File: config.mk
export PLATFORM = sky130hd
export DESIGN_NAME = flash_status_poller
export DESIGN_NICKNAME = d
export VERILOG_FILES = /design/src/verilog/poll_pkg.sv /design/src/verilog/flash_bus_if.sv /design/src/verilog/flash_pin_driver.sv /design/src/verilog/flash_status_poller.sv
export SDC_FILE = /design/constraint.sdc
export NUM_CORES = 1
export LEC_CHECK = 0
export ABC_AREA = 1
export BUFFER_PORTS_ARGS = -buffer_cell sky130_fd_sc_hd__buf_2
export CORE_ASPECT_RATIO = 1.75
export CORE_MARGIN = 1
export CORE_UTILIZATION = 40
export CTS_CLUSTER_DIAMETER = 150
export DETAILED_ROUTE_END_ITERATION = 16
export PLACE_DENSITY = 0.73
export SLEW_MARGIN = 10
export SYNTH_ARGS = -nofsm -noshare
export SYNTH_HDL_FRONTEND = slang
export SYNTH_SLANG_ARGS = --single-unit
File: constraint.sdc
create_clock -name core_clk -period 2.2 [get_ports core_clk]
set_input_delay 0.22 -clock core_clk [delete_from_list [all_inputs] [get_ports core_clk]]
set_output_delay 0.22 -clock core_clk [all_outputs]
set_load 0.05 [all_outputs]
File: src/verilog/poll_pkg.sv
// Package: constants for the flash status polling controller
package poll_pkg;

   // ==================================================================
   // APB register map (byte addresses)
   localparam logic [7:0] CTRL_OFS     = 8'h00;
   localparam logic [7:0] ADDR_OFS     = 8'h04;
   localparam logic [7:0] STATUS_OFS   = 8'h08;
   localparam logic [7:0] LAST_OFS     = 8'h0C;
   localparam logic [7:0] RDDATA_OFS   = 8'h10;

   // CTRL fields (write strobes, self clearing)
   localparam int CTRL_START    = 0;
   localparam int CTRL_ABORT_BUF = 1;
   localparam int CTRL_RESET_CMD = 2;

   // ==================================================================
   // Status word bit positions
   localparam int POLLING_DATA_BIT  = 7;
   localparam int TOGGLE_BIT_ONE    = 6;
   localparam int TIMEOUT_FLAG_BIT  = 5;
   localparam int ERASE_TIMER_BIT   = 3;
   localparam int TOGGLE_BIT_TWO    = 2;
   localparam int BUFFER_ABORT_BIT  = 1;
   // Meaningful bits; 15..8, 4 and 0 are masked as don't care
   localparam logic [15:0] STATUS_MASK = 16'h00EE;

   // ==================================================================
   // Flash bus timing
   localparam int CLK_MHZ        = 100;
   localparam int READ_NS        = 100;
   localparam int READ_CYC       = (READ_NS * CLK_MHZ + 999) / 1000;
   localparam int WRITE_NS       = 60;
   localparam int WRITE_CYC      = (WRITE_NS * CLK_MHZ + 999) / 1000;
   localparam int RECOVER_NS     = 2000;
   localparam int RECOVER_CYC    = (RECOVER_NS * CLK_MHZ + 999) / 1000;

   // Command sequence values
   localparam logic [15:0] CMD_RESET = 16'h00F0;
   localparam logic [15:0] CMD_UNLK1 = 16'h00AA;
   localparam logic [15:0] CMD_UNLK2 = 16'h0055;
   localparam logic [23:0] UNLK1_ADR = 24'h00_0555;
   localparam logic [23:0] UNLK2_ADR = 24'h00_02AA;

   // Result codes in STATUS
   typedef enum logic [2:0] {RES_NONE, RES_DONE, RES_FAIL, RES_ABORT} result_t;
   typedef enum logic [1:0] {BUS_IDLE, BUS_READ, BUS_WRITE} bus_op_t;

endpackage : poll_pkg

File: src/verilog/flash_bus_if.sv
// Interface: request path between the poll sequencer and the flash pin driver
`timescale 1ns/10ps
interface flash_bus_if;
   import poll_pkg::*;
   bus_op_t       op;        // Requested cycle
   logic [23:0]   addr;      // Cycle address
   logic [15:0]   wdata;     // Write data
   logic          busy;      // Cycle in progress
   logic          done;      // One-cycle completion pulse
   logic [15:0]   rdata;     // Captured read data

   modport seq (output op, addr, wdata, input busy, done, rdata);
   modport drv (input op, addr, wdata, output busy, done, rdata);
endinterface : flash_bus_if

File: src/verilog/flash_pin_driver.sv
// Module: runs single asynchronous read and write cycles on the flash pins
`timescale 1ns/10ps
module flash_pin_driver
   import poll_pkg::*;
(
   input  wire logic          core_clk,   // System clock
   input  wire logic          resetn,     // Synchronous reset, active low
   flash_bus_if.drv           bus,        // Request side
   output logic [23:0]        fl_addr,    // Flash address
   output logic [15:0]        fl_dq_out,  // Data out
   output logic               fl_dq_oe,   // Data drive enable
   input  wire logic [15:0]   fl_dq_in,   // Data in
   output logic               fl_ce_n,    // Chip enable, low active
   output logic               fl_oe_n,    // Output enable, low active
   output logic               fl_we_n     // Write enable, low active
);
   import poll_pkg::*;

   // ==================================================================
   // Cycle timer
   logic [7:0]  count;
   logic        active;
   logic        is_wr;
   logic [15:0] dq_s1;
   logic [15:0] dq_s2;
   wire  [7:0]  cyc_len = is_wr ? 8'(WRITE_CYC) : 8'(READ_CYC + 2);
   wire         last    = active && (count == cyc_len);

   // Pin data passes two flops; cycle length covers that latency
   always_ff @(posedge core_clk)
   begin
      dq_s1 <= fl_dq_in;
      dq_s2 <= dq_s1;
   end

   // Start, hold and end one cycle; strobes come from flops
   always_ff @(posedge core_clk)
   begin
      if (!resetn)
      begin
         active    <= 1'b0;
         is_wr     <= 1'b0;
         count     <= '0;
         fl_addr   <= '0;
         fl_dq_out <= '0;
         fl_dq_oe  <= 1'b0;
         fl_ce_n   <= 1'b1;
         fl_oe_n   <= 1'b1;
         fl_we_n   <= 1'b1;
         bus.done  <= 1'b0;
         bus.rdata <= '0;
      end
      else
      begin
         bus.done <= last;
         if (!active && bus.op != BUS_IDLE)
         begin
            active    <= 1'b1;
            count     <= 8'h01;
            is_wr     <= (bus.op == BUS_WRITE);
            fl_addr   <= bus.addr;
            fl_dq_out <= bus.wdata;
            fl_dq_oe  <= (bus.op == BUS_WRITE);
            fl_ce_n   <= 1'b0;
            fl_oe_n   <= (bus.op == BUS_WRITE);
            fl_we_n   <= (bus.op != BUS_WRITE);
         end
         else if (last)
         begin
            active   <= 1'b0;
            fl_ce_n  <= 1'b1;
            fl_oe_n  <= 1'b1;
            fl_we_n  <= 1'b1;
            fl_dq_oe <= 1'b0;
            if (!is_wr)
               bus.rdata <= dq_s2;
         end
         else if (active)
            count <= count + 8'h01;
      end
   end

   assign bus.busy = active || bus.done;
endmodule : flash_pin_driver

File: src/verilog/flash_status_poller.sv
// Module: APB controlled host that polls flash embedded-algorithm status
// Notes on behaviour
// - Host starts polling with two back-to-back status reads, comparing toggle bit.
// - Toggle unchanged between reads means done; array data readable next cycle.
// - Toggling with timeout set: read once more against the last read; stopped is success.
// - Still toggling with timeout set is failure; host writes reset command.
// - Leaving polling mid-operation means restarting from the initial double read.
// - On timeout host sends reset; device may stay busy up to 2 us.
// - After buffer abort host issues the abort-reset sequence; device returns to read.
// - In program-suspend host must not trust reads inside the suspended line; this host does not detect suspend and takes a steady toggle bit as done.
// - Host polls at the programmed location or an erasing sector address.
`timescale 1ns/10ps
module flash_status_poller
   import poll_pkg::*;
(
   input  wire logic          core_clk,    // System clock, 100 MHz
   input  wire logic          resetn,      // Synchronous reset, active low
   input  wire logic          psel,        // APB select
   input  wire logic          penable,     // APB enable
   input  wire logic          pwrite,      // APB direction
   input  wire logic [7:0]    paddr,       // APB byte address
   input  wire logic [31:0]   pwdata,      // APB write data
   output logic [31:0]        prdata,      // APB read data
   output logic               pready,      // APB ready
   output logic               pslverr,     // APB error
   output logic [23:0]        fl_addr,     // Flash address
   output logic [15:0]        fl_dq_out,   // Flash data out
   output logic               fl_dq_oe,    // Flash data drive enable
   input  wire logic [15:0]   fl_dq_in,    // Flash data in
   output logic               fl_ce_n,     // Flash chip enable
   output logic               fl_oe_n,     // Flash output enable
   output logic               fl_we_n,     // Flash write enable
   input  wire logic          ready_busy_pin // Device ready/busy, low busy
);
   import poll_pkg::*;

   // ==================================================================
   // Sequencer states
   typedef enum logic [3:0] {
      S_IDLE, S_RD1, S_RD2, S_EVAL, S_RECHK, S_SEND, S_WAIT_RB, S_ARRAY
   } state_t;

   state_t       state;
   state_t       next_state;
   flash_bus_if  bus ();

   // ==================================================================
   // Registers
   logic [23:0]  poll_addr;     // Program location or erasing sector
   logic [15:0]  first_word;    // First of a read pair
   logic [15:0]  last_word;     // Latest status word, masked
   logic [15:0]  array_word;    // Data read after completion
   result_t      result;
   logic         running;
   logic [1:0]   cmd_idx;       // Step through a command sequence
   logic         cmd_abort;     // Abort-reset (3 writes) or plain reset (1)
   logic         recheck;       // Pair is the recheck after timeout
   logic [11:0]  wait_cnt;
   logic         rb_s1;
   logic         rb_s2;

   // Masked status; reserved bits never enter a decision
   wire [15:0] masked   = bus.rdata & STATUS_MASK;
   wire [15:0] first_m  = first_word & STATUS_MASK;
   wire        toggling = masked[TOGGLE_BIT_ONE] != first_m[TOGGLE_BIT_ONE];
   wire        timeout  = masked[TIMEOUT_FLAG_BIT];
   wire        aborted  = masked[BUFFER_ABORT_BIT];
   // A read pair that ended with the toggle bit still moving
   wire        pair_end = (state == S_RD2 || state == S_RECHK) && bus.done && toggling;

   // APB decode
   wire        apb_acc  = psel && penable;
   wire        apb_wr   = apb_acc && pwrite;
   wire        hit_ctrl = apb_wr && (paddr == CTRL_OFS);
   wire        hit_addr = apb_wr && (paddr == ADDR_OFS);
   wire        start    = hit_ctrl && pwdata[CTRL_START] && !running;
   wire        sw_reset = hit_ctrl && pwdata[CTRL_RESET_CMD] && !running;
   wire        sw_abrst = hit_ctrl && pwdata[CTRL_ABORT_BUF] && !running;
   wire        mapped   = (paddr == CTRL_OFS) || (paddr == ADDR_OFS) ||
                          (paddr == STATUS_OFS) || (paddr == LAST_OFS) ||
                          (paddr == RDDATA_OFS);

   // Command sequence table: reset or abort-reset
   function automatic logic [39:0] cmd_word(input logic abrt, input logic [1:0] idx);
      logic [39:0] w;
      w = {UNLK1_ADR, CMD_RESET};
      if (abrt)
         unique case (idx)
            2'd0: w = {UNLK1_ADR, CMD_UNLK1};
            2'd1: w = {UNLK2_ADR, CMD_UNLK2};
            default: w = {UNLK1_ADR, CMD_RESET};
         endcase
      return w;
   endfunction : cmd_word

   wire [39:0] cur_cmd  = cmd_word(cmd_abort, cmd_idx);
   wire        cmd_last = !cmd_abort || (cmd_idx == 2'd2);

   // ==================================================================
   // Flash pin driver
   flash_pin_driver u_drv (
      .core_clk  (core_clk),
      .resetn    (resetn),
      .bus       (bus),
      .fl_addr   (fl_addr),
      .fl_dq_out (fl_dq_out),
      .fl_dq_oe  (fl_dq_oe),
      .fl_dq_in  (fl_dq_in),
      .fl_ce_n   (fl_ce_n),
      .fl_oe_n   (fl_oe_n),
      .fl_we_n   (fl_we_n)
   );

   // Requests to the driver; one request per idle driver
   always_comb
   begin
      bus.op    = BUS_IDLE;
      bus.addr  = poll_addr;
      bus.wdata = '0;
      if (!bus.busy)
         unique case (state)
            S_RD1, S_RD2, S_RECHK, S_ARRAY: bus.op = BUS_READ;
            S_SEND:
            begin
               bus.op    = BUS_WRITE;
               bus.addr  = cur_cmd[39:16];
               bus.wdata = cur_cmd[15:0];
            end
            default: bus.op = BUS_IDLE;
         endcase
   end

   // ==================================================================
   // Polling decision
   always_comb
   begin
      next_state = state;
      unique case (state)
         S_IDLE:
            if (start)
               next_state = S_RD1;
            else if (sw_reset || sw_abrst)
               next_state = S_SEND;
         S_RD1:
            if (bus.done)
               next_state = S_RD2;
         S_RD2, S_RECHK:
            if (bus.done)
            begin
               if (!toggling)
                  next_state = S_ARRAY;
               else if (aborted)
                  next_state = S_SEND;
               else if (timeout && state == S_RECHK)
                  next_state = S_SEND;
               else if (timeout)
                  next_state = S_RECHK;
               else
                  next_state = S_RD2;                         // Keep polling
            end
         S_SEND:
            if (bus.done && cmd_last)
               next_state = S_WAIT_RB;
         S_WAIT_RB:
            if (rb_s2 || wait_cnt == 12'(RECOVER_CYC))
               next_state = S_IDLE;
         S_ARRAY:
            if (bus.done)
               next_state = S_IDLE;
         default: next_state = S_IDLE;
      endcase
   end

   // Ready/busy pin synchroniser
   always_ff @(posedge core_clk)
   begin
      rb_s1 <= ready_busy_pin;
      rb_s2 <= rb_s1;
   end

   // State register
   always_ff @(posedge core_clk)
   begin
      if (!resetn)
         state <= S_IDLE;
      else
         state <= next_state;
   end

   // Keep the newer read as the reference of the next pair
   always_ff @(posedge core_clk)
   begin
      if (!resetn)
      begin
         first_word <= '0;
         last_word  <= '0;
      end
      else if (bus.done && state inside {S_RD1, S_RD2, S_RECHK})
      begin
         first_word <= bus.rdata;
         last_word  <= masked;
      end
   end

   // Array word is taken only after toggling stopped; a suspended line is
   // not detected, so a steady toggle bit there also ends polling
   always_ff @(posedge core_clk)
   begin
      if (!resetn)
         array_word <= '0;
      else if (state == S_ARRAY && bus.done)
         array_word <= bus.rdata;
   end

   // Verdict of the last poll; a new start clears it
   always_ff @(posedge core_clk)
   begin
      if (!resetn)
         result <= RES_NONE;
      else if (start)
         result <= RES_NONE;
      else if (pair_end && aborted)
         result <= RES_ABORT;
      else if (pair_end && timeout && state == S_RECHK)
         result <= RES_FAIL;
      else if (state == S_ARRAY && bus.done)
         result <= RES_DONE;
   end

   // Command sequence choice and step; the abort-reset takes three writes
   always_ff @(posedge core_clk)
   begin
      if (!resetn)
      begin
         cmd_abort <= 1'b0;
         cmd_idx   <= '0;
      end
      else if (sw_reset || sw_abrst)
      begin
         cmd_abort <= sw_abrst;
         cmd_idx   <= '0;
      end
      else if (pair_end && aborted)
      begin
         cmd_abort <= 1'b1;
         cmd_idx   <= '0;
      end
      else if (pair_end && timeout && state == S_RECHK)
      begin
         cmd_abort <= 1'b0;
         cmd_idx   <= '0;
      end
      else if (state == S_SEND && bus.done && !cmd_last)
         cmd_idx <= cmd_idx + 2'd1;
   end

   // Recheck flag and recovery wait; the bound keeps a stuck pin from hanging us
   always_ff @(posedge core_clk)
   begin
      if (!resetn)
      begin
         recheck  <= 1'b0;
         wait_cnt <= '0;
      end
      else
      begin
         recheck  <= (next_state == S_RECHK);
         wait_cnt <= (state == S_WAIT_RB) ? wait_cnt + 12'd1 : 12'd0;
      end
   end

   assign running = (state != S_IDLE);

   // ==================================================================
   // APB slave: zero wait, error on unmapped address
   always_ff @(posedge core_clk)
   begin
      if (!resetn)
         poll_addr <= '0;
      else if (hit_addr)
         poll_addr <= pwdata[23:0];
   end

   always_comb
   begin
      prdata = 32'h0000_0000;
      unique case (paddr)
         ADDR_OFS:   prdata = {8'h00, poll_addr};
         STATUS_OFS: prdata = {25'h000_0000, recheck, ~rb_s2, running, 1'b0, result};
         LAST_OFS:   prdata = {16'h0000, last_word};
         RDDATA_OFS: prdata = {16'h0000, array_word};
         default:    prdata = 32'h0000_0000;
      endcase
   end

   assign pready  = 1'b1;
   assign pslverr = apb_acc && !mapped;
endmodule : flash_status_poller

# Word level (Yosys, flattened, before mapping)
# Cells that the tools add are included.
[word_totals]
input_bits = 62
rom_bits = 0
mem_count = 0
wordCells = 148
latch_bits = 0
ff_bits = 180
ramBits = 0
output_inout_bits = 78
[classes]
n_reduce_logical = 57
n_eq_ne = 19
div = 0
mul = 0
muxes = 38
n_bitwise = 5
n_shift = 0
n_lt_le_gt_ge = 0
addsub = 3
[op_table]
columns = ["op", "count"]
rows = [
  ["one-hot mux 24 bit (4 select lines)", 1],
  ["one-hot mux 27 bit (2 select lines)", 1],
  ["2-to-1 mux 24 bit", 2],
  ["2-to-1 mux 40 bit", 1],
  ["2-to-1 mux 16 bit", 2],
  ["2-to-1 mux 4 bit", 8],
  ["logical AND 1 bit", 24],
  ["one-hot mux 4 bit (6 select lines)", 1],
  ["equality test 4 x 3 -> 1 bit (second input constant)", 5],
  ["equality test 8 x 4 -> 1 bit (second input constant)", 2],
  ["2-to-1 mux 1 bit", 13],
  ["adder 12 x 1 -> 12 bit (second input constant)", 1],
  ["equality test 12 x 8 -> 1 bit (second input constant)", 1],
  ["2-to-1 mux 3 bit", 4],
  ["logical OR 1 bit", 9],
  ["nonzero test 3 bit", 3],
  ["adder 8 x 1 -> 8 bit (second input constant)", 1],
  ["equality test 8 x 3 -> 1 bit (second input constant)", 1],
  ["equality test 8 x 4 -> 1 bit", 1],
  ["equality test 8 x 5 -> 1 bit (second input constant)", 1],
  ["logical NOT 8 bit", 1],
  ["2-to-1 mux 2 bit", 4],
  ["OR reduction 4 bit", 2],
  ["AND reduction 2 bit", 3],
  ["other kinds (16)", 30],
]

# Longest topological paths before layout
# Gate-level depths: netlist (run 1).
[depth]
ltp_word = 10
mapped_depth = 11
mapped_depth_nobuf = 11

# By module
# A second synthesis (run 1) with hierarchy kept.
[hier_totals]
cells_unflattened = 980
area_unflattened_um2 = 7194.4
[by_module_without_submodules]
columns = ["module", "cells_each", "area_each_um2", "seq_area_each_um2", "instances"]
rows = [
  ["flash_status_poller", 567, 3779.9, 1401.3, 1],
  ["flash_pin_driver", 413, 3414.5, 2062.0, 1],
]

# Worst setup path after synthesis (run 1)
# Ideal clock, no wire load.
[synth_path]
path_kind = "input -> output"
startpoint = "in paddr[1]"
endpoint = "out prdata[10]"
t_required_ps = 1980
arrival_time_ps = 1931
path_stages = 6
setup_slack_ps = 49
n_path_buf = 1
cell_sequence = "nor2_1 -> nand2_1 -> inv_1 -> nand2_1 -> clkbuf_1 -> o21ai_0"
[synth_between]
elab_chain_len = 2
word_cells_on_any_way = 5
classes_between = "eq/ne: 4; mux: 1"
[synth_rtl]
columns = ["element", "line", "text"]
rows = [
  ["start, declared", "flash_status_poller.sv:21", "input wire logic [7:0] paddr,"],
  ["equality test 8 x 5 -> 1 bit, or another cell as far along", "flash_status_poller.sv:287", "unique case (paddr)"],
  ["one-hot mux 24 bit (4 select lines) *", "flash_status_poller.sv:287", ""],
  ["end, declared", "flash_status_poller.sv:23", "output logic [31:0] prdata,"],
]
# Mark *: on every way between the ends. The rest lies on a longest branch, timed or not.

# Worst setup path after layout (run 1)
[layout_path]
startpoint = "reg state[1]"
endpoint = "out prdata[4]"
[layout_between]
elab_chain_len = 2
[layout_rtl]
columns = ["element", "line", "text"]
rows = [
  ["start, declared", "flash_status_poller.sv:43", "state_t state;"],
  ["start signal, assigned", "flash_status_poller.sv:187", "state <= next_state;"],
  ["nonzero test 4 bit", "flash_status_poller.sv:272", "assign running = (state != S_IDLE);"],
  ["one-hot mux 24 bit (4 select lines)", "flash_status_poller.sv:287", ""],
]
# No other way between the ends.

==> results of run 1 <==
-- routing by layer --
layer,part of all wire [%],global-route usage [%]
met4,3.6,10.9
met3,5.1,4.37
met2,52,35.4
met5,0,0
met1,39,20.1
-- per-stage QoR --
stage	utilization [%]	hold WS [ns]	total power, mW
3_5_place_dp	45.7	0.312	3.24
5_1_grt	50.4	0.0438	6.28
3_3_place_gp	45.7	0.310	3.24
2_1_floorplan	-	0.248	3.18
4_1_cts	50.4	0.0433	6.13
6_report	50.4	0.0501	6.09
-- final cells by class --
type	count	area [um^2]	area share, %
Multi-Input combinational cell	584	2770	34.3
Inverter	92	357	4.42
Clock buffer	17	425	5.27
Tap cell	189	236	2.93
Clock inverter	15	161	2.00
Timing Repair Buffer	149	901	11.2
Sequential cell	161	3220	39.9
-- kinds of logic after synthesis --
| kind of cell | Yosys count |
|---|---|
| other | 2 |
| and+or+nand+nor | 393 |
| AOI/OAI and AO/OA | 161 |
| xor gates and xnor gates | 5 |
| buffers and inverters | 144 |
| DFF | 161 |
| adders and majority gates | 7 |
-- flip-flops by register name, summed over array words and instances, names as in the netlist, 2 cells and up --
| register | cells |
|---|---|
| array_word | 16 |
| cmd_idx | 2 |
| first_word | 4 |
| last_word | 2 |
| poll_addr | 24 |
| result | 2 |
| state | 4 |
| u_drv.bus.rdata | 16 |
| u_drv.count | 8 |
| u_drv.dq_s1 | 16 |
| u_drv.dq_s2 | 16 |
| u_drv.fl_addr | 24 |
| u_drv.fl_dq_out | 4 |
| wait_cnt | 12 |
-- cells in the mapped netlist, drive strengths merged, types with 2 or more instances --
master    n
inv      90
nor2    137
o211ai    2
nand3    68
o21ai    86
nand2   170
a21oi    62
ha        7
xor2      3
xnor2     2
o221ai    3
conb      2
dfxtp   161
clkinv    2
nand4     7
clkbuf   16
buf      36
nor3      9
a31oi     3
-- critical path, cell delays in order, from the launching register on --
cell	delay, ns
dfxtp_1	0.44
nor2_1	0.14
nand2_1	0.16
inv_1	0.10
o221ai_1	0.25
buf_2	0.32
-- power by group through the flow --
| stage | logic (mW) | registers [mW] | clock network [mW] |
|---|---|---|---|
| 2_1_floorplan | 0.158 | 3.02 | 0 |
| 3_3_place_gp | 0.212 | 3.02 | 0 |
| 6_report | 0.237 | 2.96 | 2.89 |
| 5_1_grt | 0.254 | 2.96 | 3.07 |
| 4_1_cts | 0.236 | 2.96 | 2.93 |
| 3_5_place_dp | 0.213 | 3.02 | 0 |
-- timing repair --
item / CTS / global route
hold buffers: 17 / 0
endpoints found under the hold margin: 17 / 0
setup endpoints to repair: 0 / 0
resized for setup: 0 / 0
buffers inserted: 0 / 0
-- how the worst max path moves through the flow --
stage                                    from         end  slack (ns)  depth (start not counted)
final                     state[1]$_SDFF_PN0_   prdata[4]        0.14                          5
after global routing      state[1]$_SDFF_PN0_   prdata[4]       0.004                          5
after CTS                 state[1]$_SDFF_PN0_   prdata[4]        0.16                          5
after detailed placement             paddr[1]   prdata[5]        0.35                         10
after global placement               paddr[1]   prdata[5]        0.35                          7
after floorplan                      paddr[1]  prdata[10]        0.05                          6
==> impl_metrics.json, run 1 <==
{
  "r2r_start": "u_drv.bus.done$_SDFF_PN0_",
  "num_io_pins": 140,
  "stdcell_area_um2": 8080,
  "synth_top_area_share_pct": 48.8,
  "clockBufferDepth": 2,
  "finalNetCount": 1074,
  "clock_skew_ns": 0.00758,
  "drtIter0Drc": 263,
  "drive_gt1_share_pct": 19.4,
  "initial_core_util_pct": 41.2,
  "htree_levels": 4,
  "synthFlopType": "dfxtp_1",
  "grt_pass1_wl_um": 25500,
  "routed_wl_um": 16200,
  "coreArea_um2": 16000,
  "yosysTopAreaCell": "dfxtp_1",
  "drv_cap": 0,
  "syn_area_um2": 6610,
  "yosysSeqAreaShare_pct": 48.8,
  "cp.arrival_ns": 1.84,
  "syn_inst": 873,
  "post-route-period-util_pct": 93.4,
  "async_reset_ff_share_pct": 0,
  "setup_tns_ns": 0,
  "swShare_pct": 25.3,
  "die_w_um": 99.2,
  "dp_hpwl_um": 11900,
  "worstHoldEndpoint": "poll_addr[17]$_SDFFE_PN0P_",
  "clk_pin_slew_worst_paths_ns": 0.07,
  "synth-xor-area-share_pct": 0.663,
  "fmax_ghz": 0.487,
  "p_int_mw": 4.55,
  "antenna_found_initial": 0,
  "synth_area_per_cell_um2": 7.57,
  "reg2reg_depth": 9,
  "power.switching_mw": 1.54,
  "leakage_nw": 3.61,
  "port_buffers": 114,
  "rows": 61,
  "routedWlPerCell_um": 13.4,
  "vias_per_cell": 4.94,
  "ys_ff_latch": 161,
  "synth_adder_area_share_pct": 1.33,
  "num_vias": 5958,
  "maxSlewViolCount": 0,
  "peakVddDrop_uv": 463,
  "critical_path.max_fanout": 7,
  "outcome": "complete, no violations",
  "setup_ws_ns": 0.145,
  "placed_cell_area_um2": 7320,
  "yosys-top-cells-area": "dfxtp_1, nand2_1, nor2_1",
  "ant_nets": 0,
  "cts_root_buffer": "clkbuf_16",
  "required_ns": 1.98,
  "pwr-share-seq_pct": 48.6,
  "tritoncts": "built",
  "dieArea_um2": 17100,
  "place_inst": 1158,
  "start_kind": "flop",
  "synth_cell_types": 42,
  "pwr-share-comb_pct": 3.9,
  "dp_slack_ns": 0.347,
  "min-delay-start": "pwdata[17]",
  "final_common_cell": "dfxtp_1",
  "die_y_um": 172,
  "grt_use_total_pct": 19.3,
  "grt_remaining_overflow": 0,
  "crit_type": "reg2out",
  "hp-class": "in2reg",
  "drc": 0,
  "hold_depth": 3,
  "critical_path.endpoint_type": "primary output",
  "synth_edf_count": 0,
  "drt_first_pass_iters": 6,
  "cts_buffers": 17,
  "grt_pass1_vias": 5487,
  "layout_min_cycle_time_ns": 2.06,
  "grt_max_degree": 40,
  "synthMuxAreaShare_pct": 0,
  "layout_common_cells": "dfxtp_1, nand2_1, nor2_1, buf_2, o21ai_0",
  "synth-simple-area-share_pct": 26.0,
  "gp_congestion": 0.963,
  "setup_viol": 0,
  "power.share.clock_pct": 47.5,
  "final-hold-violation-count": 0,
  "rsz0062_at_grt": "false",
  "final_cells": 1207,
  "n_fill_cell": 1566,
  "synth_warnings": 0,
  "clock_latency_ns": 0.43,
  "antenna_cells": 0,
  "r2r-end": "u_drv.fl_addr[10]$_SDFFE_PN0P_",
  "cts_sinks": 161,
  "r2r_slack_ns": 0.44,
  "powerDensity_nw_per_um2": 754,
  "synth_top_family_by_area": "simple AND/OR/NAND/NOR gates",
  "synth_compound_area_share_pct": 12.9,
  "syn2layout_area_growth_pct": 22.2
}
No activity file was read; power rests on OpenSTA's default activity.
==> run 2: changes to the inputs <==
- BUFFER_PORTS_ARGS: -buffer_cell sky130_fd_sc_hd__buf_2 -> -buffer_cell sky130_fd_sc_hd__buf_4
- SLEW_MARGIN: 10 -> 5
==> impl_metrics.json, run 2 (synthesis gave the netlist of run 1 again) <==
{
  "grt_use_total_pct": 18.9,
  "gp_congestion": 0.912,
  "layout_min_cycle_time_ns": 2.02,
  "rows": 61,
  "r2r_start": "u_drv.bus.done$_SDFF_PN0_",
  "drive_gt1_share_pct": 19.1,
  "reg2reg_depth": 8,
  "r2r_slack_ns": 0.41,
  "finalNetCount": 1071,
  "ctsResizeCount": 0,
  "cts_buffers": 17,
  "vias_per_cell": 4.90,
  "holdWs_ns": 0.0721,
  "syn2layout_area_growth_pct": 26.8,
  "clk_pin_slew_worst_paths_ns": 0.07,
  "finish.utilization_pct": 52.3,
  "worstHoldEndpoint": "poll_addr[19]$_SDFFE_PN0P_",
  "dieArea_um2": 17100,
  "path_cells": "nor2_1 > nand2_1 > inv_1 > o221ai_1 > buf_4",
  "post-route-period-util_pct": 91.9,
  "start_kind": "flop",
  "critical_path.max_fanout": 7,
  "cts_root_buffer": "clkbuf_16",
  "final-hold-violation-count": 0,
  "die_y_um": 172,
  "final_common_cell": "dfxtp_1",
  "grt_pass1_vias": 5339,
  "total_power_mw": 6.27,
  "largestRegisters": "poll_addr (24), u_drv.fl_addr (24)",
  "setup_tns_ns": 0,
  "min-delay-start": "pwdata[19]",
  "grt_max_degree": 41,
  "slowest_stage": "dfxtp_1",
  "setup_viol": 0,
  "num_io_pins": 140,
  "num_vias": 5899,
  "grt_pass1_wl_um": 25000,
  "grt_remaining_overflow": 0,
  "clock_skew_ns": 0.0145,
  "dp_slack_ns": 0.232,
  "maxSlewViolCount": 0,
  "crit_type": "reg2out",
  "clock_latency_ns": 0.43,
  "stdcell_area_um2": 8380,
  "place_inst": 1155,
  "placed_cell_area_um2": 7570,
  "fmax_ghz": 0.495,
  "port_buffers": 114,
  "required_ns": 1.98,
  "drv_cap": 0,
  "outcome": "complete, no violations",
  "drc": 0,
  "routed_wl_um": 15900,
  "setup_ws_ns": 0.179,
  "leakage_nw": 3.66,
  "drt_first_pass_iters": 5,
  "layout_common_cells": "dfxtp_1, nand2_1, buf_4, nor2_1, o21ai_0",
  "clockBufferDepth": 2,
  "die_w_um": 99.2,
  "htree_levels": 4,
  "hp-class": "in2reg",
  "final_cells": 1205,
  "post_cts_buffers": 0,
  "rsz0062_at_grt": "false",
  "cpPeakStageDelay_ns": 0.37,
  "critical_path.endpoint_type": "primary output",
  "ant_nets": 0,
  "routedWlPerCell_um": 13.2,
  "drtIter0Drc": 255,
  "antenna_found_initial": 0,
  "hold_depth": 3,
  "peakVddDrop_uv": 427,
  "r2r-end": "u_drv.count[5]$_SDFFE_PP0P_",
  "coreArea_um2": 16000,
  "powerDensity_nw_per_um2": 749,
  "initial_core_util_pct": 41.2,
  "dp_hpwl_um": 11600,
  "cts_sinks": 161,
  "tritoncts": "built",
  "cp.arrival_ns": 1.80
}
## run 2: changes by cell type in the layout (fill, tap and decap cells not counted), sizes merged
cell / before / now
bufinv: 0 / 1
buf: 132 / 129
clkinv: 6 / 9
inv: 99 / 96
clkinvlp: 2 / 1
diode: 0 / 1
## run 2: final cells by class
class                      instances  area [um^2]
sequential                       161         3220
inverter                          92          357
tap                              189          236
antenna                            1         2.50
clock inverter                    15          211
timing repair buffer             146         1150
fill                            1522         7650
multi-input combinational        584         2770
clock buffer                      17          425
## run 2: power breakdown
part / leakage, nW / internal, mW / switching, mW
sequential: 1.31 / 2.95 / 0.00899
clock: 0.306 / 1.66 / 1.39
combinational: 2.04 / 0.102 / 0.159
## run 2: routing by layer
metal  global-route usage [%]  wire length [um]
met1                     20.4              6290
met2                     34.2              8210
met3                     3.72               813
met4                     10.7               562
met5                        0                 0
## run 2: worst max-delay path by stage
stage	from	to	slack [ns]	cells after the start
floorplan	paddr[1]	prdata[10]	0.05	6
global placement	paddr[1]	prdata[15]	0.27	7
detailed placement	paddr[1]	prdata[10]	0.23	7
CTS	state[1]$_SDFF_PN0_	prdata[4]	0.17	5
global route	state[1]$_SDFF_PN0_	prdata[4]	0.06	5
finish	state[1]$_SDFF_PN0_	prdata[4]	0.18	5
## run 2: critical path: cells and delay by family (launching register included)
family                 cells  cell delay (ns)
AOI/OAI and AO/OA          1             0.18
buffers and inverters      2             0.36
DFF                        1             0.37
and+or+nand+nor            2             0.46
## run 2: timing repair
item,in CTS,in global routing
hold buffers,17,0
hold endpoints to repair,17,0
setup endpoints to repair,0,0
==> run 3: changes to the inputs <==
- CORE_MARGIN: 1 -> 8
==> impl_metrics.json, run 3 (synthesis gave the netlist of run 1 again) <==
{
  "required_ns": 1.98,
  "routedWlPerCell_um": 14.1,
  "n_fill_cell": 1561,
  "num_io_pins": 140,
  "setup_viol": 0,
  "grt_util_met2_pct": 29.7,
  "drc": 0,
  "rsz0062_at_grt": "false",
  "drv_cap": 0,
  "grt_pass1_wl_um": 27200,
  "cts_root_buffer": "clkbuf_16",
  "vias_per_cell": 4.85,
  "max_slew_margin_pct": 66.0,
  "layout_common_cells": "dfxtp_1, nand2_1, buf_4, nor2_1, o21ai_0",
  "drtIter0Drc": 315,
  "grt_remaining_overflow": 0,
  "coreArea_um2": 16300,
  "worst_slew_pin_slew_ns": 0.510,
  "antenna_found_initial": 0,
  "use_met1_pct": 16.7,
  "routed_wl_um": 17100,
  "clk_pin_slew_worst_paths_ns": 0.07,
  "dieArea_um2": 21000,
  "drt_first_pass_iters": 5,
  "grt_pass1_vias": 5653,
  "setup_tns_ns": 0,
  "critical_path.endpoint_type": "primary output",
  "tritoncts": "built",
  "grt_max_degree": 58,
  "multi_input_area_um2": 2770,
  "initial_core_util_pct": 40.6,
  "place_inst": 1160,
  "hp-class": "in2reg",
  "maxSlewViolCount": 0,
  "die_w_um": 113,
  "start_kind": "flop",
  "total_power_mw": 6.30,
  "grt_busiest_layer": "met2",
  "grt.met3_usage_pct": 3.35,
  "critical_path.max_fanout": 7,
  "final_common_cell": "dfxtp_1",
  "die_y_um": 186,
  "clock_skew_ns": 0.0123,
  "regArea_um2": 3220,
  "cts_buffers": 17,
  "port_buffers": 114,
  "finalNetCount": 1073,
  "outcome": "complete, no violations",
  "num_vias": 5871,
  "crit_type": "reg2out",
  "largestRegisters": "poll_addr (24), u_drv.fl_addr (24)",
  "clock_latency_ns": 0.42,
  "grt_use_total_pct": 16.5,
  "post_cts_buffers": 0,
  "powerDensity_nw_per_um2": 752,
  "cts_sinks": 161,
  "post-route-period-util_pct": 90.3,
  "fmax_ghz": 0.503,
  "final-hold-violation-count": 0,
  "clockBufferDepth": 2,
  "htree_levels": 4,
  "layout_min_cycle_time_ns": 1.99,
  "cp.arrival_ns": 1.77,
  "peakVddDrop_uv": 470,
  "rows": 62,
  "final_cells": 1210,
  "dp_hpwl_um": 13000,
  "leakage_nw": 3.67,
  "syn2layout_area_growth_pct": 26.9,
  "gp_congestion": 0.900,
  "drive_gt1_share_pct": 19.3,
  "ant_nets": 0
}
==> run 3: cell types whose count changed in the layout (fill, tap and decap cells not counted), sizes merged <==
cell | before | now
clkinv | 9 | 5
buf | 129 | 131
inv | 96 | 99
clkbuf | 17 | 18
clkinvlp | 1 | 0
bufinv | 1 | 2
==> run 3: layout make-up <==
class / instances / share of cell area, %
clock inverters: 14 / 2.24
flip-flops and latches: 161 / 38.4
repair buffers: 148 / 13.9
inverters: 92 / 4.25
clock buffers: 18 / 5.24
well taps: 192 / 2.86
diodes: 1 / 0.0298
multi-input cells: 584 / 33.0
==> run 3: metal layers <==
layer	share of wire, %	wire length [um]
met5	0	0
met4	4.6	782
met3	4.8	828
met2	51	8810
met1	39	6690
==> run 3: what timing repair did <==
action / in CTS / in global routing
gates resized for setup: 0 / 0
hold buffers: 17 / 0
hold endpoints to repair: 17 / 0
==> run 3: path summary, 6_finish.rpt <==
kind                                           startpoint  depth (start not counted)                           to  slack (ns)
worst min-delay path                           pwdata[13]                          3   poll_addr[13]$_SDFFE_PN0P_        0.08
worst max register to register  u_drv.bus.done$_SDFF_PN0_                          8  u_drv.count[6]$_SDFFE_PP0P_        0.41
worst min register to register     u_drv.dq_s1[5]$_DFF_P_                          0       u_drv.dq_s2[5]$_DFF_P_        0.33
worst max-delay path                  state[1]$_SDFF_PN0_                          5                    prdata[4]        0.21
==> run 3: stage by stage <==
stage	area, um^2	util [%]	setup slack, ns	hold WS [ns]
after floorplan	6670	-	0.0488	0.248
after global routing	8380	51.5	0.0819	0.0723
after global placement	7590	46.6	0.247	0.310
final	8390	51.5	0.213	0.0773
after detailed placement	7590	46.6	0.258	0.312
after CTS	8380	51.5	0.187	0.0549
==> run 3: worst max-delay path, cell delays in order, from the launching register on <==
cell	delay (ns)
dfxtp_1	0.45
nor2_1	0.14
nand2_1	0.15
inv_1	0.09
o221ai_1	0.27
buf_4	0.26
==> run 3: power breakdown <==
part / internal, mW / leakage (nW) / switching [mW]
clock network: 1.77 / 0.310 / 1.31
registers: 2.95 / 1.31 / 0.00867
logic: 0.104 / 2.05 / 0.164
total: 4.82 / 3.67 / 1.48
